`config.mk`:
```
export PLATFORM = sky130hd
export DESIGN_NAME = video_fader_key_mixer_regs
export DESIGN_NICKNAME = d
export VERILOG_FILES = /design/src/core/fader_pkg.sv /design/src/core/video_fader_key_mixer_regs.sv /design/src/core/fader_blend.sv
export SDC_FILE = /design/constraint.sdc
export NUM_CORES = 1
export LEC_CHECK = 0
export BUFFER_PORTS_ARGS = -buffer_cell sky130_fd_sc_hd__buf_4
export CORE_ASPECT_RATIO = 1.5
export CORE_MARGIN = 2
export CORE_UTILIZATION = 55
export CTS_CLUSTER_DIAMETER = 150
export CTS_CLUSTER_SIZE = 14
export DETAILED_ROUTE_END_ITERATION = 10
export PLACE_DENSITY_LB_ADDON = 0.2
export SYNTH_ARGS = -nofsm -noshare
export SYNTH_HDL_FRONTEND = slang
export SYNTH_SLANG_ARGS = --single-unit
```
`constraint.sdc`:
```
create_clock -name clock -period 33.1 [get_ports clock]
set_clock_uncertainty 0.1 [all_clocks]
set_input_delay 1.655 -clock clock [delete_from_list [all_inputs] [get_ports clock]]
set_output_delay 1.655 -clock clock [all_outputs]
set_load 0.05 [all_outputs]
```
`src/core/fader_pkg.sv`:
```
// Register map, field positions, reset values and types of the video fader
package fader_pkg;

   // ********************************************************************
   // Register subaddresses
   // ********************************************************************
   localparam logic [7:0] ADDR_KEY1_FACTOR = 8'h4E;
   localparam logic [7:0] ADDR_FADE_MODE = 8'h4F;
   localparam logic [7:0] ADDR_NOKEY_FACTOR = 8'h50;
   localparam logic [7:0] ADDR_INSERT_U = 8'h51;
   localparam logic [7:0] ADDR_INSERT_V = 8'h52;
   localparam logic [7:0] ADDR_INSERT_Y = 8'h53;
   localparam logic [7:0] ADDR_ROUTING = 8'h54;
   localparam logic [7:0] ADDR_LINE16_BYTE5 = 8'h55;
   localparam logic [7:0] ADDR_LINE16_BYTE11 = 8'h56;

   // ********************************************************************
   // Reset values
   // ********************************************************************
   localparam logic [5:0] FACTOR_RESET = 6'h3F;
   localparam logic [1:0] FADE_MODE_RESET = 2'h0;
   localparam logic [7:0] INSERT_RESET = 8'h80;
   localparam logic [7:0] ROUTING_RESET = 8'h0C;
   localparam logic [7:0] LINE16_BYTE_RESET = 8'h00;
   localparam logic [7:0] READ_UNMAPPED = 8'h00;

   // ********************************************************************
   // Field positions
   // ********************************************************************
   localparam int BIT_VIDEO_FADE = 7;
   localparam int BIT_MPEG_FADE = 6;
   localparam int BIT_LINE16_EN = 7;
   localparam int BIT_UNUSED = 6;
   localparam int BIT_ENC_SRC = 5;
   localparam int BIT_RGB_SRC = 4;
   localparam int BIT_EDGE_B = 1;
   localparam int BIT_EDGE_A = 0;

   // ********************************************************************
   // Pixel and blend constants
   // ********************************************************************
   localparam int NUM_COMP = 3;
   localparam int COMP_Y = 0;
   localparam int COMP_U = 1;
   localparam int COMP_V = 2;
   localparam logic [5:0] FACTOR_FULL = 6'h3F;
   localparam logic [14:0] BLEND_DIV = 15'h003F;
   localparam logic [14:0] BLEND_ROUND = 15'h001F;
   localparam logic [3:0] LINE16_FIRST = 4'h1;
   localparam logic [3:0] LINE16_LAST = 4'hF;

   typedef logic [7:0] sample_t;
   typedef logic [5:0] factor_t;
   typedef enum {SER_IDLE, SER_SHIFT} serial_state_t;

endpackage

```
`src/core/video_fader_key_mixer_regs.sv`:
```
// Video fader with colour keying, path routing, edge select and line-16 data
`timescale 1ns/10ps

// Summary of operation
// - Key 1 hit mixes MPEG and video by key-1 factor; reset 3FH.
// - Video-fade bit fades all video with look-up colour; keys disabled.
// - MPEG-fade bit fades all MPEG with look-up colour; keys disabled.
// - Key 2 hit mixes look-up colour and video by key-2 factor; reset 3FH.
// - No key hit mixes MPEG and video by no-key factor; reset 3FH.
// - Three look-up colour registers U, V, Y each reset to 80H.
// - Line-16 insertion enable bit sends data; clear at reset disables it.
// - Encoder path takes port B when clear, fader output when set.
// - RGB path takes port B when clear, fader output when set.
// - Per-port edge select: zero rising, one falling; bit 1 B, bit 0 A.
// - Two line-16 data bytes, fifth and eleventh, sent LSB first.
// - Key 1: MPEG within key-1 limits; factor times video plus rest MPEG.
// - Key 2: MPEG within key-2 limits; factor times video plus rest colour.
module video_fader_key_mixer_regs
   import fader_pkg::*;
(
   input wire logic clock,                         // Pixel clock, 25 MHz
   input wire logic nrst,                          // Synchronous reset, active low
   input wire logic [7:0] regAddr,                 // Register subaddress
   input wire logic [7:0] regWrData,               // Register write data
   input wire logic regWrite,                      // Write strobe, one cycle
   output logic [7:0] regReadData,                 // Data at regAddr, one cycle later
   input wire fader_pkg::sample_t inputPortAY,     // MPEG port luma
   input wire fader_pkg::sample_t inputPortAU,     // MPEG port U
   input wire fader_pkg::sample_t inputPortAV,     // MPEG port V
   input wire fader_pkg::sample_t inputPortBY,     // Video port luma
   input wire fader_pkg::sample_t inputPortBU,     // Video port U
   input wire fader_pkg::sample_t inputPortBV,     // Video port V
   input wire logic [23:0] key1LowLimit,           // Key 1 lower limits {V,U,Y}
   input wire logic [23:0] key1HighLimit,          // Key 1 upper limits {V,U,Y}
   input wire logic [23:0] key2LowLimit,           // Key 2 lower limits {V,U,Y}
   input wire logic [23:0] key2HighLimit,          // Key 2 upper limits {V,U,Y}
   input wire logic line16Start,                   // Pulse at the line-16 data slot
   output logic [7:0] encoderY,                    // Encoder path luma
   output logic [7:0] encoderU,                    // Encoder path U
   output logic [7:0] encoderV,                    // Encoder path V
   output logic [7:0] rgbY,                        // RGB path luma
   output logic [7:0] rgbU,                        // RGB path U
   output logic [7:0] rgbV,                        // RGB path V
   output logic line16Bit,                         // Serial line-16 data
   output logic line16Valid                        // High while line16Bit carries data
);

   // ********************************************************************
   // Declarations
   // ********************************************************************
   factor_t key1Factor_q, key1Factor_d;
   factor_t key2Factor_q, key2Factor_d;
   factor_t nokeyFactor_q, nokeyFactor_d;
   logic [1:0] fadeMode_q, fadeMode_d;
   sample_t lut_q[NUM_COMP];
   sample_t lut_d[NUM_COMP];
   logic [7:0] routing_q, routing_d;
   logic [7:0] byte5_q, byte5_d;
   logic [7:0] byte11_q, byte11_d;
   logic [7:0] readData_q, readData_d;
   sample_t portA[NUM_COMP];
   sample_t portB[NUM_COMP];
   sample_t fallA_q[NUM_COMP];
   sample_t fallB_q[NUM_COMP];
   sample_t mpegS_q[NUM_COMP];
   sample_t mpegS_d[NUM_COMP];
   sample_t videoS_q[NUM_COMP];
   sample_t videoS_d[NUM_COMP];
   logic key1Hit, key2Hit;
   factor_t mixFactor;
   sample_t mixFav[NUM_COMP];
   sample_t mixOther[NUM_COMP];
   sample_t mixOut[NUM_COMP];
   sample_t enc_q[NUM_COMP];
   sample_t enc_d[NUM_COMP];
   sample_t rgb_q[NUM_COMP];
   sample_t rgb_d[NUM_COMP];
   serial_state_t serState_q, serState_d;
   logic [15:0] shift_q, shift_d;
   logic [3:0] bitCount_q, bitCount_d;
   logic serBit_q, serBit_d;
   logic serValid_q, serValid_d;
   logic videoFade, mpegFade;

   // Component lane of a packed limit vector, Y in the low byte
   function automatic sample_t lane(input logic [23:0] vec, input int idx);
      return vec[idx * 8 +: 8];
   endfunction

   // Sample lies inside an inclusive window
   function automatic logic inWindow(input sample_t s, input sample_t lo, input sample_t hi);
      return (s >= lo) && (s <= hi);
   endfunction

   assign portA = '{inputPortAY, inputPortAU, inputPortAV};
   assign portB = '{inputPortBY, inputPortBU, inputPortBV};
   assign videoFade = fadeMode_q[1];
   assign mpegFade = fadeMode_q[0];

   // ********************************************************************
   // Register file
   // ********************************************************************
   // Reserved bits are dropped on write so they always read back as zero
   always_comb
   begin
      key1Factor_d = key1Factor_q;
      key2Factor_d = key2Factor_q;
      nokeyFactor_d = nokeyFactor_q;
      fadeMode_d = fadeMode_q;
      lut_d = lut_q;
      routing_d = routing_q;
      byte5_d = byte5_q;
      byte11_d = byte11_q;
      if (regWrite)
      begin
         case (regAddr)
            ADDR_KEY1_FACTOR: key1Factor_d = regWrData[5:0];
            ADDR_FADE_MODE:
            begin
               fadeMode_d = {regWrData[BIT_VIDEO_FADE], regWrData[BIT_MPEG_FADE]};
               key2Factor_d = regWrData[5:0];
            end
            ADDR_NOKEY_FACTOR: nokeyFactor_d = regWrData[5:0];
            ADDR_INSERT_U: lut_d[COMP_U] = regWrData;
            ADDR_INSERT_V: lut_d[COMP_V] = regWrData;
            ADDR_INSERT_Y: lut_d[COMP_Y] = regWrData;
            ADDR_ROUTING:
            begin
               routing_d = regWrData;
               routing_d[BIT_UNUSED] = 1'b0;
            end
            ADDR_LINE16_BYTE5: byte5_d = regWrData;
            ADDR_LINE16_BYTE11: byte11_d = regWrData;
            default: ;
         endcase
      end
      case (regAddr)
         ADDR_KEY1_FACTOR: readData_d = {2'b00, key1Factor_q};
         ADDR_FADE_MODE: readData_d = {fadeMode_q, key2Factor_q};
         ADDR_NOKEY_FACTOR: readData_d = {2'b00, nokeyFactor_q};
         ADDR_INSERT_U: readData_d = lut_q[COMP_U];
         ADDR_INSERT_V: readData_d = lut_q[COMP_V];
         ADDR_INSERT_Y: readData_d = lut_q[COMP_Y];
         ADDR_ROUTING: readData_d = routing_q;
         ADDR_LINE16_BYTE5: readData_d = byte5_q;
         ADDR_LINE16_BYTE11: readData_d = byte11_q;
         default: readData_d = READ_UNMAPPED;
      endcase
   end

   always_ff @(posedge clock)
   begin
      if (!nrst)
      begin
         key1Factor_q <= FACTOR_RESET;
         key2Factor_q <= FACTOR_RESET;
         nokeyFactor_q <= FACTOR_RESET;
         fadeMode_q <= FADE_MODE_RESET;
         lut_q <= '{INSERT_RESET, INSERT_RESET, INSERT_RESET};
         routing_q <= ROUTING_RESET;
         byte5_q <= LINE16_BYTE_RESET;
         byte11_q <= LINE16_BYTE_RESET;
         readData_q <= READ_UNMAPPED;
      end
      else
      begin
         key1Factor_q <= key1Factor_d;
         key2Factor_q <= key2Factor_d;
         nokeyFactor_q <= nokeyFactor_d;
         fadeMode_q <= fadeMode_d;
         lut_q <= lut_d;
         routing_q <= routing_d;
         byte5_q <= byte5_d;
         byte11_q <= byte11_d;
         readData_q <= readData_d;
      end
   end

   // ********************************************************************
   // Input sampling
   // ********************************************************************
   // Falling-edge copies give the source half a period more of set-up
   always_ff @(negedge clock)
   begin
      if (!nrst)
      begin
         fallA_q <= '{8'h00, 8'h00, 8'h00};
         fallB_q <= '{8'h00, 8'h00, 8'h00};
      end
      else
      begin
         fallA_q <= portA;
         fallB_q <= portB;
      end
   end

   // Each port picks its own edge
   always_comb
   begin
      mpegS_d = routing_q[BIT_EDGE_A] ? fallA_q : portA;
      videoS_d = routing_q[BIT_EDGE_B] ? fallB_q : portB;
   end

   always_ff @(posedge clock)
   begin
      if (!nrst)
      begin
         mpegS_q <= '{8'h00, 8'h00, 8'h00};
         videoS_q <= '{8'h00, 8'h00, 8'h00};
      end
      else
      begin
         mpegS_q <= mpegS_d;
         videoS_q <= videoS_d;
      end
   end

   // ********************************************************************
   // Key detection and mix selection
   // ********************************************************************
   // Colour fades override keying; video fade is checked first if both set
   always_comb
   begin
      key1Hit = 1'b1;
      key2Hit = 1'b1;
      for (int i = 0; i < NUM_COMP; i++)
      begin
         key1Hit = key1Hit & inWindow(mpegS_q[i], lane(key1LowLimit, i), lane(key1HighLimit, i));
         key2Hit = key2Hit & inWindow(mpegS_q[i], lane(key2LowLimit, i), lane(key2HighLimit, i));
      end
      if (videoFade)
      begin
         mixFactor = key2Factor_q;
         mixFav = videoS_q;
         mixOther = lut_q;
      end
      else if (mpegFade)
      begin
         mixFactor = key2Factor_q;
         mixFav = mpegS_q;
         mixOther = lut_q;
      end
      else if (key1Hit)
      begin
         mixFactor = key1Factor_q;
         mixFav = videoS_q;
         mixOther = mpegS_q;
      end
      else if (key2Hit)
      begin
         mixFactor = key2Factor_q;
         mixFav = videoS_q;
         mixOther = lut_q;
      end
      else
      begin
         mixFactor = nokeyFactor_q;
         mixFav = videoS_q;
         mixOther = mpegS_q;
      end
   end

   // One blender per colour component
   for (genvar c = 0; c < NUM_COMP; c++)
   begin : gBlend
      fader_blend uBlend (
         .factor(mixFactor),
         .favoured(mixFav[c]),
         .other(mixOther[c]),
         .blended(mixOut[c])
      );
   end

   // ********************************************************************
   // Output routing
   // ********************************************************************
   always_comb
   begin
      enc_d = routing_q[BIT_ENC_SRC] ? mixOut : videoS_q;
      rgb_d = routing_q[BIT_RGB_SRC] ? mixOut : videoS_q;
   end

   always_ff @(posedge clock)
   begin
      if (!nrst)
      begin
         enc_q <= '{8'h00, 8'h00, 8'h00};
         rgb_q <= '{8'h00, 8'h00, 8'h00};
      end
      else
      begin
         enc_q <= enc_d;
         rgb_q <= rgb_d;
      end
   end

   // ********************************************************************
   // Line-16 data serializer
   // ********************************************************************
   // A burst in flight finishes even if the enable drops mid-way
   always_comb
   begin
      serState_d = serState_q;
      shift_d = shift_q;
      bitCount_d = bitCount_q;
      serBit_d = 1'b0;
      serValid_d = 1'b0;
      case (serState_q)
         SER_IDLE:
         begin
            if (line16Start && routing_q[BIT_LINE16_EN])
            begin
               serBit_d = byte5_q[0];
               serValid_d = 1'b1;
               shift_d = {1'b0, byte11_q, byte5_q[7:1]};
               bitCount_d = LINE16_FIRST;
               serState_d = SER_SHIFT;
            end
         end
         SER_SHIFT:
         begin
            serBit_d = shift_q[0];
            serValid_d = 1'b1;
            shift_d = {1'b0, shift_q[15:1]};
            bitCount_d = bitCount_q + 4'h1;
            if (bitCount_q == LINE16_LAST)
               serState_d = SER_IDLE;
         end
         default: serState_d = SER_IDLE;
      endcase
   end

   always_ff @(posedge clock)
   begin
      if (!nrst)
      begin
         serState_q <= SER_IDLE;
         shift_q <= 16'h0000;
         bitCount_q <= 4'h0;
         serBit_q <= 1'b0;
         serValid_q <= 1'b0;
      end
      else
      begin
         serState_q <= serState_d;
         shift_q <= shift_d;
         bitCount_q <= bitCount_d;
         serBit_q <= serBit_d;
         serValid_q <= serValid_d;
      end
   end

   assign regReadData = readData_q;
   assign encoderY = enc_q[COMP_Y];
   assign encoderU = enc_q[COMP_U];
   assign encoderV = enc_q[COMP_V];
   assign rgbY = rgb_q[COMP_Y];
   assign rgbU = rgb_q[COMP_U];
   assign rgbV = rgb_q[COMP_V];
   assign line16Bit = serBit_q;
   assign line16Valid = serValid_q;
endmodule // video_fader_key_mixer_regs

```
`src/core/fader_blend.sv`:
```
// Weighted blend of two 8-bit samples by a 6-bit factor out of 63
`timescale 1ns/10ps
module fader_blend
   import fader_pkg::*;
(
   input wire fader_pkg::factor_t factor,      // Weight of the favoured sample
   input wire fader_pkg::sample_t favoured,    // Sample taken whole at full factor
   input wire fader_pkg::sample_t other,       // Sample taken whole at zero factor
   output logic [7:0] blended                  // Rounded mix
);

   logic [14:0] sum;

   // Linear fraction of 63 with round to nearest; 63*255 fits in 15 bits
   always_comb
   begin
      sum = 15'(factor) * 15'(favoured) + 15'(FACTOR_FULL - factor) * 15'(other) + BLEND_ROUND;
      blended = 8'(sum / BLEND_DIV);
   end

endmodule // fader_blend

```
; ---- Word level (Yosys, flattened, before mapping)
; Index checks and enable logic that the tools add are counted.
[totals]
regBits = 273
output_inout_bits = 58
wordCells = 126
in_bits = 164
[classes]
div_mod_pow = 3
n_eq_ne = 13
n_reduce_logical = 20
n_mux = 26
n_bitwise = 4
n_addsub = 8
multipliers = 6
n_lt_le_gt_ge = 12
[op_table]
columns = cell, count
row1 = $mux W24, 10
row2 = $eq A8 B7 Y1 const B, 9
row3 = $pmux W8 S9, 1
row4 = $mux W32, 2
row5 = $pmux W32 S2, 1
row6 = $ge A8 B8 Y1, 6
row7 = $le A8 B8 Y1, 6
row8 = $add A14 B15 Y15, 3
row9 = $add A15 B5 Y15 const B, 3
row10 = $div A15 B6 Y15 const B, 3
row11 = $mul A15 B8 Y15, 3
row12 = $mul A6 B8 Y14, 3
row13 = $eq A32 B1 Y1 const B, 1
row14 = $logic_not A32 Y1, 1
row15 = $pmux W16 S2, 1
row16 = $mux W6, 4
row17 = $reduce_and A2 Y1, 11
row18 = $mux W16, 1
row19 = $pmux W4 S2, 1
row20 = $logic_and A1 B1 Y1, 7
row21 = $sub A6 B6 Y7 const A, 1
row22 = $add A4 B1 Y4 const B, 1
row23 = $and A1 B1 Y1, 4
row24 = $eq A4 B4 Y1 const B, 1
row25 = other kinds (5), 8

; ---- Depth between registers and ports, before layout
; Gate-level depths: netlist of run 1.
[depth]
ltp_word = 14
ltp_mapped = 56
mapped_depth_nobuf = 50

; ---- Cells and area by module
; From an unflattened synthesis of run 1, not the netlist that was laid out.
[hier_totals]
hier_cells = 3260
hier_area_um2 = 28701.3
[by_module_without_submodules]
columns = module, area_per_inst_um2, n_inst, cells_each
row1 = video_fader_key_mixer_regs, 12209.2, 1, 1268
row2 = fader_blend at gBlend[2].uBlend, 5577.8, 1, 669
row3 = fader_blend at gBlend[0].uBlend, 5481.5, 1, 656
row4 = fader_blend at gBlend[1].uBlend, 5432.7, 1, 667

==> results.rst, run 1 <==
.. list-table::
   :header-rows: 1

   * - Metric
     - Value
   * - H-tree depth
     - 1
   * - Cell family contributing the most delay on the critical path
     - buffers and inverters
   * - Simple-gate share of the synthesized area
     - 0.194
   * - Met3 wire len
     - 4.42 mm
   * - Required time worst endpoint
     - 16960 ps
   * - Final setup violation count
     - 0
   * - GR Util All Layers
     - 0.309
   * - Total count of max-transition violations in the final report
     - 0
   * - Routed wire per std cell
     - 19.2 microns
   * - Post-cts gate resize count
     - 0
   * - Post-synthesis sequential area ratio
     - 0.176
   * - Number of I/O pins
     - 222
   * - Share of the core filled with cells in the final layout
     - 0.614
   * - Status
     - completed
   * - CTS clk-pin slew, worst paths
     - 60 ps
   * - Number of hold violations in the final report
     - 0
   * - Actual transition at the worst max-transition pin
     - 1140 ps
   * - Pin count of the biggest net entering global routing
     - 93
   * - Overflow left after global routing
     - 0
   * - CP Launch Type
     - input pin
   * - Total non-filler cell area in the finished layout
     - 30400 sq um
   * - Initial cell density of the core
     - 0.555
   * - Via count of the first global-routing pass
     - 25700
   * - Area growth from synthesis to layout
     - 10.7%
   * - CTS hold repair buffers
     - 0
   * - Flip-flop cell with the highest count after synthesis
     - dfxtp_1
   * - Crit. End Element
     - flop
   * - HPWL Detailed
     - 64.6 mm
   * - Headroom to the max-slew limit
     - 0.239
   * - Post-synthesis mux area share
     - 0.0735
   * - Fraction of the mapped netlist area in compound gates
     - 0.183
   * - Std-Cell Rows
     - 100
   * - Post-route antenna net violation count
     - 0
   * - Clock insertion delay at the later pin of the skew report
     - 590 ps
   * - Mean instance size in the synthesized netlist
     - 8.24 sq um
   * - Floorplan die area
     - 51700 sq um
   * - Post-synthesis instance area
     - 27400 sq um
   * - Global placement routability congestion
     - 0.946
   * - Die Height
     - 278 microns
   * - Post-synthesis async set-or-reset flop share
     - 0
   * - Xor and xnor fraction of the mapped netlist area
     - 0.0203
   * - Gate count after technology mapping
     - 3331
   * - Accumulated negative setup slack
     - 0 ps
   * - Flip-flop and latch count after synthesis
     - 241
   * - Total routed wirelength
     - 80.6 mm
   * - Area of the core
     - 49400 sq um
   * - Vias per Instance
     - 5.97
   * - Worst path arrival time
     - 2540 ps
   * - Max FO, Critical Path
     - 79
   * - Number of DRC violations after detailed-routing iteration 0
     - 1510
   * - Root buffer selected by CTS
     - clkbuf_16
   * - Net count reported at finish
     - 4143
   * - Number of warnings reported in the yosys synthesis log
     - 0
   * - RSZ-0062 raised after global routing
     - no
   * - Maxcap violations
     - 0
   * - Number of enable-type register cells in the synthesized netlist
     - 0
   * - Most frequent standard cell in the layout excluding fill and tap cells
     - inv_1
   * - Crit path largest cell delay
     - 590 ps
   * - CTS tree
     - built
   * - Routed length on met1
     - 30.3 mm
   * - Post-Synth Adder-Cell Area
     - 0.276
   * - Number of distinct library cells after synthesis
     - 117
   * - Number of DRC violations after detailed routing
     - 0
   * - Critical path class
     - input pin to flop
   * - Highest Signal Layer
     - met4
   * - Dominant combinational cell family by area after synthesis
     - adder cells
   * - Fraction of final layout cells sized beyond drive strength 1
     - 0.117
   * - Hold WC Path Type
     - flop to flop
   * - Critical-path cell with the highest stage delay
     - buf_4
   * - Drt pass-1 iters
     - 5
   * - Via count
     - 25000
   * - First-pass GRT wire length
     - 130 mm
   * - Setup repair bufs after CTS
     - 0
   * - Sinks on Clock Net
     - 241
   * - Crit path buf inv count
     - 1
   * - Antenna violations before repair
     - 1
   * - Width of the die
     - 186 microns
   * - Placed inst area
     - 29500 sq um
   * - Commonest cells after routing, fill and taps aside
     - 464 x inv_1, 441 x nor2_1, 244 x ha_1, 240 x buf_4, 239 x dfxtp_1
   * - Critical path cell sequence
     - buf_4, and2_1
   * - Clock Path Buffers
     - 3
   * - Port Buf Inserts
     - 221
   * - Sum of met2 wire segment lengths after detailed routing
     - 39.4 mm
   * - Cts bufs inserted
     - 21
[metrics by stage]
step	setup WS, ps	cells	hold WS [ps]
6_report	14430	4189	393
5_1_grt	14390	4189	411
4_1_cts	14470	4188	394
3_5_place_dp	13870	4103	376
3_3_place_gp	13920	4103	356
2_1_floorplan	14370	3333	341
[kinds of logic after synthesis]
logic type	after synthesis
and+or+nand+nor	1118
AOI/OAI and AO/OA	697
muxes	191
other	1
adders and majority gates	470
xor gates and xnor gates	61
DFF	241
buffers and inverters	552
[flip-flops by register name, indices dropped and copies added, names as in the netlist, 7 cells and up]
register	count
fallA_q	24
rgbU	8
encoderY	8
routing_q	7
mpegS_q	24
fallB_q	24
encoderV	8
encoderU	8
rgbV	8
shift_q	15
byte5_q	8
byte11_q	8
lut_q	24
videoS_q	24
rgbY	8
regReadData	8
[synth_stat cells, types with 8 or more instances]
cell | number | area [sq um]
nor2_1 | 441 | 1660
inv_1 | 418 | 1570
ha_1 | 244 | 3050
dfxtp_1 | 241 | 4820
nand2_1 | 229 | 860
fa_1 | 225 | 4500
mux2i_1 | 162 | 1620
a21oi_1 | 155 | 776
clkbuf_1 | 104 | 390
o21ai_0 | 98 | 490
and2_1 | 78 | 488
a211oi_1 | 77 | 578
nand3_1 | 73 | 365
nor3_1 | 54 | 270
nand2b_1 | 42 | 263
xnor2_1 | 40 | 350
or2_2 | 36 | 225
a21o_1 | 35 | 263
a31oi_1 | 31 | 194
or3_1 | 28 | 175
a22oi_1 | 27 | 203
nor2b_1 | 24 | 150
nand4_1 | 23 | 144
o211ai_1 | 23 | 173
mux2_2 | 22 | 248
a211o_1 | 21 | 184
o21a_1 | 19 | 143
xor2_1 | 18 | 158
and3_1 | 15 | 93.8
buf_2 | 15 | 75.1
a22o_1 | 14 | 123
nor4_1 | 12 | 75.1
o31ai_1 | 10 | 75.1
a311oi_1 | 9 | 78.8
a31o_2 | 9 | 78.8
o21ai_1 | 9 | 45.0
o22ai_1 | 8 | 50.1
or4_1 | 8 | 60.1
[final timing paths]
path | from | to | slack (ps) | depth (start not counted)
worst max register to register | fallB_q[3]$_SDFF_NN0_ | videoS_q[3]$_SDFF_PN0_ | 15710 | 2
worst max-delay path | nrst | fallA_q[1]$_SDFF_NN0_ | 14430 | 2
worst min-delay path | shift_q[4]$_SDFFE_PN0P_ | shift_q[3]$_SDFFE_PN0P_ | 390 | 2
worst min register to register | shift_q[4]$_SDFFE_PN0P_ | shift_q[3]$_SDFFE_PN0P_ | 390 | 2
[cell type report]
cell class / count / area (sq um)
Antenna cell: 1 / 2.50
Clock buffer: 27 / 568
Clock inverter: 59 / 259
Fill cell: 4377 / 19100
Inverter: 418 / 1570
Multi-Input combinational cell: 2540 / 20500
Sequential cell: 241 / 4830
Tap cell: 663 / 830
Timing Repair Buffer: 240 / 1800
[routing by layer]
layer	track usage	vias up
met3	0.0411	327
met1	0.339	12000
met4	0.216	0
met5	0	-
li1	-	11800
met2	0.552	852
Power of run 1 is not shown: default switching activity piles up to over one toggle a cycle in this logic, so the estimate is an artifact.
==> inputs of run 2 (changes only) <==
Clock period 33.1 ns to 18.2 ns, I/O delays scaled along.
==> run 2 against run 1 <==
Against the previous run:
- utilization increased by 0.071 points
- non-clock buffer count increased by 2
- sequential cell count unchanged
- highest routed layer is now met5
==> results.rst, run 2 (synthesized netlist as in run 1, its figures left out) <==
.. list-table::
   :header-rows: 1

   * - Metric
     - Value
   * - Pin count of the biggest net entering global routing
     - 108 (+16%)
   * - Crit path largest cell delay
     - 1010 ps (+420 ps)
   * - Total routed wirelength
     - 82.7 mm (+2.6%)
   * - Std-Cell Rows
     - 100 (unchanged)
   * - Antenna violations before repair
     - 1 (unchanged)
   * - Via count of the first global-routing pass
     - 25700 (-0.20%)
   * - Fraction of final layout cells sized beyond drive strength 1
     - 0.118 (+0.000501)
   * - Share of the cycle needed by the critical path after routing
     - 0.861
   * - Drt pass-1 iters
     - 7 (+2)
   * - CTS clk-pin slew, worst paths
     - 80 ps (+20 ps)
   * - First-pass GRT wire length
     - 133 mm (+2.1%)
   * - Post-cts gate resize count
     - 0 (unchanged)
   * - RSZ-0062 raised after global routing
     - no
   * - Overflow left after global routing
     - 0 (unchanged)
   * - Clock insertion delay at the later pin of the skew report
     - 590 ps (about the same)
   * - Number of hold violations in the final report
     - 0 (unchanged)
   * - Clock Path Buffers
     - 3 (unchanged)
   * - Maxcap violations
     - 0 (unchanged)
   * - Routed wire per std cell
     - 19.7 microns (+2.6%)
   * - Die Height
     - 278 microns (unchanged)
   * - Crit. End Element
     - flop
   * - Port Buf Inserts
     - 221 (unchanged)
   * - Net count reported at finish
     - 4145 (+0.048%)
   * - Initial cell density of the core
     - 0.555 (unchanged)
   * - Commonest cells after routing, fill and taps aside
     - 464 x inv_1, 441 x nor2_1, 244 x ha_1, 242 x buf_4, 239 x dfxtp_1
   * - Number of I/O pins
     - 222 (unchanged)
   * - Actual transition at the worst max-transition pin
     - 1190 ps (+51.3 ps)
   * - Accumulated negative setup slack
     - 0 ps (unchanged)
   * - CTS tree
     - built
   * - Max FO, Critical Path
     - 49 (-38%)
   * - Number of DRC violations after detailed-routing iteration 0
     - 1595 (+5.6%)
   * - Sinks on Clock Net
     - 241 (unchanged)
   * - Worst path arrival time
     - 16060 ps (+13520 ps)
   * - Library cell appearing most often on the critical path
     - fa_1
   * - Cts bufs inserted
     - 21 (unchanged)
   * - DP Worst Slack
     - 2350 ps (-11510 ps)
   * - Inserted Diodes
     - 0 (-1)
   * - Required time worst endpoint
     - 18590 ps (+1630 ps)
   * - Final worst slack
     - 2530 ps (-11900 ps)
   * - Final min period
     - 15670 ps
   * - H-tree depth
     - 1 (unchanged)
   * - Via count
     - 25300 (+1.1%)
   * - Headroom to the max-slew limit
     - 0.204 (-0.0353)
   * - Floorplan die area
     - 51700 sq um (unchanged)
   * - Setup repair bufs after CTS
     - 0 (unchanged)
   * - Width of the die
     - 186 microns (unchanged)
   * - Status
     - completed
   * - CP Launch Type
     - flop
   * - Hold WC Path Type
     - flop to flop
   * - Vias per Instance
     - 6.03 (+1.0%)
   * - Final setup violation count
     - 0 (unchanged)
   * - Area growth from synthesis to layout
     - 10.8%
   * - Timing-limited maximum frequency
     - 63.8 MHz
   * - Critical-path cell with the highest stage delay
     - nor4bb_2
   * - Post-route antenna net violation count
     - 0 (unchanged)
   * - Number of DRC violations after detailed routing
     - 0 (unchanged)
   * - Global placement routability congestion
     - 0.975 (+3.1%)
   * - Total count of max-transition violations in the final report
     - 0 (unchanged)
   * - HPWL Detailed
     - 66.0 mm (+2.1%)
   * - GR Util All Layers
     - 0.317 (+0.00721)
   * - Critical path class
     - flop to flop
   * - Share of the core filled with cells in the final layout
     - 0.615 (+0.000709)
   * - Root buffer selected by CTS
     - clkbuf_16
   * - CTS hold repair buffers
     - 0 (unchanged)
   * - Area of the core
     - 49400 sq um (unchanged)
   * - Most frequent standard cell in the layout excluding fill and tap cells
     - inv_1
[run 2: cell types whose count changed in the layout (fill, tap and decap cells not counted), sizes merged]
| cell | previous run | this run |
|---|---|---|
| inv | 468 | 466 |
| clkbuf | 27 | 28 |
| diode | 1 | 0 |
| buf | 240 | 242 |
| clkinvlp | 0 | 1 |
[run 2: stage by stage]
step,instance area [sq um],hold WS (ps),cells
after floorplan,27400,341,3333
after global placement,29500,354,4105
after detailed placement,29500,359,4105
after CTS,30400,376,4190
after global routing,30400,416,4190
final,30400,376,4190
[run 2: area by class of cell]
| cell class | count | area, sq um |
|---|---|---|
| inverter | 418 | 1570 |
| timing repair buffer | 242 | 1820 |
| clock inverter | 58 | 268 |
| tap | 663 | 830 |
| fill | 4412 | 19000 |
| multi-input combinational | 2540 | 20500 |
| sequential | 241 | 4830 |
| clock buffer | 28 | 582 |
[run 2: layer usage]
layer	global-route usage	share of wire	vias to the layer above
met5	0	0.00016	-
met4	0.228	0.082	2
met3	0.0335	0.053	328
met2	0.562	0.49	954
met1	0.352	0.38	12100
li1	-	-	11900
[run 2: path summary, 6_finish.rpt]
check	start	to	slack (ps)	depth (start not counted)
max	mpegS_q[6]$_SDFF_PN0_	encoderV[0]$_SDFF_PN0_	2530	45
min	routing_q[3]$_SDFFE_PN1P_	routing_q[3]$_SDFFE_PN1P_	380	2
max reg2reg	mpegS_q[6]$_SDFF_PN0_	encoderV[0]$_SDFF_PN0_	2530	45
min reg2reg	routing_q[3]$_SDFFE_PN1P_	routing_q[3]$_SDFFE_PN1P_	380	2
[run 2: worst max-delay path: cells and delay by family, from the launching register on]
family / cells / cell delay (ps)
AO/OA/AOI/OAI: 18 / 6480
buffers and inverters: 6 / 610
adder cells (fa/ha/maj): 9 / 3920
multiplexers: 2 / 290
flip-flops: 1 / 650
AND/OR/NAND/NOR: 9 / 3380
XOR/XNOR: 1 / 140
Power of run 2 is left out for the same reason.
==> inputs of run 3 (changes only) <==
Settings changed: SKIP_LAST_GASP from default to 1, SYNTH_HIERARCHICAL from default to 1.
Clock period 18.2 ns to 19.02 ns, I/O delays scaled along.
==> run 3 against run 2 <==
Against the previous run:
- non-clock buffer count shrank 9
- sequential share of layout area shrank 0.65 points
- die area grew 4.5%
- sequential cell count is the same
- register-to-register slack gained 1400 ps
- synthesized cell count shrank 2.1%
- routed wire length shrank 0.48%
- via count shrank 2.8%
- worst hold slack gained 4.1 ps
- final cell count shrank 1.2%
- critical endpoint is now encoderY[0]$_SDFF_PN0_
- clock-buffer cell count grew 1
==> results.rst, run 3 <==
.. list-table::
   :header-rows: 1

   * - Metric
     - Value
   * - Placed cells
     - 4054 (-1.2%)
   * - CTS clk-pin slew, worst paths
     - 70 ps (about the same)
   * - Cell count of the worst hold path
     - 2 (unchanged)
   * - Cell Count, Final, Fillers Out
     - 4138 (-1.2%)
   * - Required time worst endpoint
     - 19410 ps (+820 ps)
   * - RSZ-0062 raised after global routing
     - no
   * - Area of the core
     - 51600 sq um (+4.3%)
   * - Worst reg2reg setup slack
     - 3960 ps (+1430 ps)
   * - Clock Path Buffers
     - 3 (unchanged)
   * - Max FO, Critical Path
     - 48 (-2.0%)
   * - Via count
     - 24600 (-2.8%)
   * - Width of the die
     - 191 microns (+2.2%)
   * - Number of DRC violations after detailed routing
     - 0 (unchanged)
   * - Crit. End Element
     - flop
   * - Actual transition at the worst max-transition pin
     - 1270 ps (+74.6 ps)
   * - HPWL Detailed
     - 65.8 mm (-0.26%)
   * - Syn_nets
     - 3920
   * - CP Launch Type
     - flop
   * - First-pass GRT wire length
     - 133 mm (about the same)
   * - Final setup violation count
     - 0 (unchanged)
   * - Flip-flop cell with the highest count after synthesis
     - dfxtp_1
   * - Critical-path cell with the highest stage delay
     - o31a_2
   * - Gate count after technology mapping
     - 3260 (-2.1%)
   * - Most frequent standard cell in the layout excluding fill and tap cells
     - inv_1
   * - Number of distinct library cells after synthesis
     - 121 (+3.4%)
   * - Net count reported at finish
     - 4108 (-0.89%)
   * - Headroom to the max-slew limit
     - 0.151 (-0.0524)
   * - Post-synthesis sequential area ratio
     - 0.168 (-0.00775)
   * - Total area of multi-input combinational cells
     - 22000 sq um (+7.5%)
   * - Worst path arrival time
     - 15450 ps (-610 ps)
   * - Most repeated cell in the gate-level netlist after synthesis
     - inv_1
   * - GR Util All Layers
     - 0.305 (-0.0114)
   * - CTS hold repair buffers
     - 0 (unchanged)
   * - Mean instance size in the synthesized netlist
     - 8.80 sq um (+6.9%)
   * - Share of the cycle needed by the critical path after routing
     - 0.792 (-0.0692)
   * - Die Height
     - 284 microns (+2.2%)
   * - Maxcap violations
     - 0 (unchanged)
   * - Post-cts gate resize count
     - 0 (unchanged)
   * - Overflow left after global routing
     - 0 (unchanged)
   * - Hold WC Path Type
     - flop to flop
   * - Critical path class
     - flop to flop
   * - Status
     - completed
   * - Fraction of final layout cells sized beyond drive strength 1
     - 0.128 (+0.0106)
   * - Port Buf Inserts
     - 221 (unchanged)
   * - Total count of max-transition violations in the final report
     - 0 (unchanged)
   * - Commonest cells post-synth
     - 373 x inv_1, 280 x ha_1, 259 x nor2b_1
   * - Share of the core filled with cells in the final layout
     - 0.615 (about the same)
   * - Cts bufs inserted
     - 21 (unchanged)
   * - Crit path largest cell delay
     - 960 ps (-50 ps)
   * - Fraction of synthesized cell area taken by the top area cell type
     - 0.168 (-0.00775)
   * - Accumulated negative setup slack
     - 0 ps (unchanged)
   * - FF-to-FF Start
     - mpegS_q[9]$_SDFF_PN0_
   * - Floorplan die area
     - 54100 sq um (+4.5%)
   * - Total routed wirelength
     - 82.3 mm (-0.48%)
   * - Number of hold violations in the final report
     - 0 (unchanged)
   * - Antenna violations before repair
     - 0 (-1)
   * - Std-Cell Rows
     - 102 (+2.0%)
   * - Top cell type by total area after synthesis
     - dfxtp_1
   * - CTS tree
     - built
   * - DP Worst Slack
     - 3760 ps (+1400 ps)
   * - Hold-critical path endpoint
     - routing_q[3]$_SDFFE_PN1P_
   * - Post-route antenna net violation count
     - 0 (unchanged)
   * - Sinks on Clock Net
     - 241 (unchanged)
   * - Reg-to-reg critical path endpoint
     - encoderY[0]$_SDFF_PN0_
   * - Number of DRC violations after detailed-routing iteration 0
     - 1385 (-13%)
   * - Number of enable-type register cells in the synthesized netlist
     - 0 (unchanged)
   * - Post-synthesis async set-or-reset flop share
     - 0 (unchanged)
   * - H-tree depth
     - 1 (unchanged)
   * - Inserted Diodes
     - 0 (unchanged)
   * - Routed wire per std cell
     - 19.9 microns (+0.77%)
   * - Timing-limited maximum frequency
     - 66.4 MHz (+4.1%)
   * - Top post-synthesis cells by area
     - dfxtp_1 17%, fa_1 15%, ha_1 12%
   * - Number of warnings reported in the yosys synthesis log
     - 6 (+6)
   * - Fill cells
     - 4584 (+3.9%)
   * - Via count of the first global-routing pass
     - 25400 (-1.1%)
   * - Area growth from synthesis to layout
     - 10.4%
   * - Initial cell density of the core
     - 0.557 (+0.00152)
   * - Sequential Area
     - 4830 sq um (about the same)
   * - Flip-flop and latch count after synthesis
     - 241 (unchanged)
   * - Root buffer selected by CTS
     - clkbuf_16
   * - Commonest cells after routing, fill and taps aside
     - 420 x inv_1, 280 x ha_1, 258 x nor2b_1, 238 x dfxtp_1, 232 x buf_4
   * - Reg2reg path depth
     - 44 (-2.2%)
   * - Library cell appearing most often on the critical path
     - fa_1
   * - Global placement routability congestion
     - 0.925 (-5.1%)
   * - Setup repair bufs after CTS
     - 0 (unchanged)
   * - Final worst slack
     - 3960 ps (+1430 ps)
   * - Clock insertion delay at the later pin of the skew report
     - 610 ps (+20 ps)
   * - Final min period
     - 15060 ps (-611 ps)
   * - Post-synthesis instance area
     - 28700 sq um (+4.6%)
   * - Vias per Instance
     - 5.93 (-1.6%)
   * - Pin count of the biggest net entering global routing
     - 90 (-17%)
   * - Number of I/O pins
     - 222 (unchanged)
   * - Drt pass-1 iters
     - 6 (-1)
   * - HP Start
     - routing_q[3]$_SDFFE_PN1P_
==> run 3: changes by cell type in the layout (fill, tap and decap cells not counted), sizes merged, moves of 40 or more <==
cell / change
a211oi: -56
a21oi: -40
and2: +110
inv: -45
nor2: -334
nor2b: +235
==> run 3: worst max-delay path by stage <==
stage	slack, ps	cells past startpoint	to	from
floorplan	5480	51	encoderY[0]$_SDFF_PN0_	key1LowLimit[0]
global placement	3680	48	encoderY[0]$_SDFF_PN0_	key2HighLimit[17]
detailed placement	3760	47	encoderY[0]$_SDFF_PN0_	key1HighLimit[23]
CTS	4150	46	encoderY[0]$_SDFF_PN0_	mpegS_q[8]$_SDFF_PN0_
global route	3200	44	encoderY[0]$_SDFF_PN0_	mpegS_q[9]$_SDFF_PN0_
finish	3960	44	encoderY[0]$_SDFF_PN0_	mpegS_q[9]$_SDFF_PN0_
==> run 3: layout make-up <==
type                            count  area share
Inverter                          372      0.0441
Tap cell                          676      0.0267
Timing Repair Buffer              233      0.0551
Multi-Input combinational cell   2531       0.695
Clock inverter                     56     0.00892
Sequential cell                   241       0.152
Clock buffer                       29      0.0178
==> run 3: cell families (layout without fill, tap and decap cells) <==
| group | after synthesis | after routing | synth area share |
|---|---|---|---|
| compound gates | 625 | 625 | 0.164 |
| mux | 232 | 232 | 0.0891 |
| flops | 241 | 241 | 0.168 |
| buf+inv | 488 | 690 | 0.0674 |
| simple gates | 1113 | 1113 | 0.218 |
| xor+xnor | 63 | 63 | 0.0197 |
| fa+ha+maj | 498 | 498 | 0.273 |
==> run 3: per-stage QoR <==
stage	hold WS (ps)	cell area, sq um
after floorplan	345	28700
after global placement	356	30800
after detailed placement	363	30900
after CTS	381	31700
after global routing	421	31700
final	380	31700
==> run 3: critical path, delay by kind of cell, from the launching register on <==
| kind | cells | cell delay (ps) |
|---|---|---|
| flops | 1 | 690 |
| fa+ha+maj | 9 | 3820 |
| buf+inv | 3 | 470 |
| mux | 1 | 100 |
| simple gates | 17 | 4860 |
| compound gates | 14 | 4900 |
==> run 3: metal layers <==
| layer | global-route usage | share of wire |
|---|---|---|
| met3 | 0.0312 | 0.047 |
| met2 | 0.554 | 0.51 |
| met5 | 0 | 0 |
| met4 | 0.147 | 0.052 |
| met1 | 0.354 | 0.39 |
Power of run 3 is left out for the same reason.
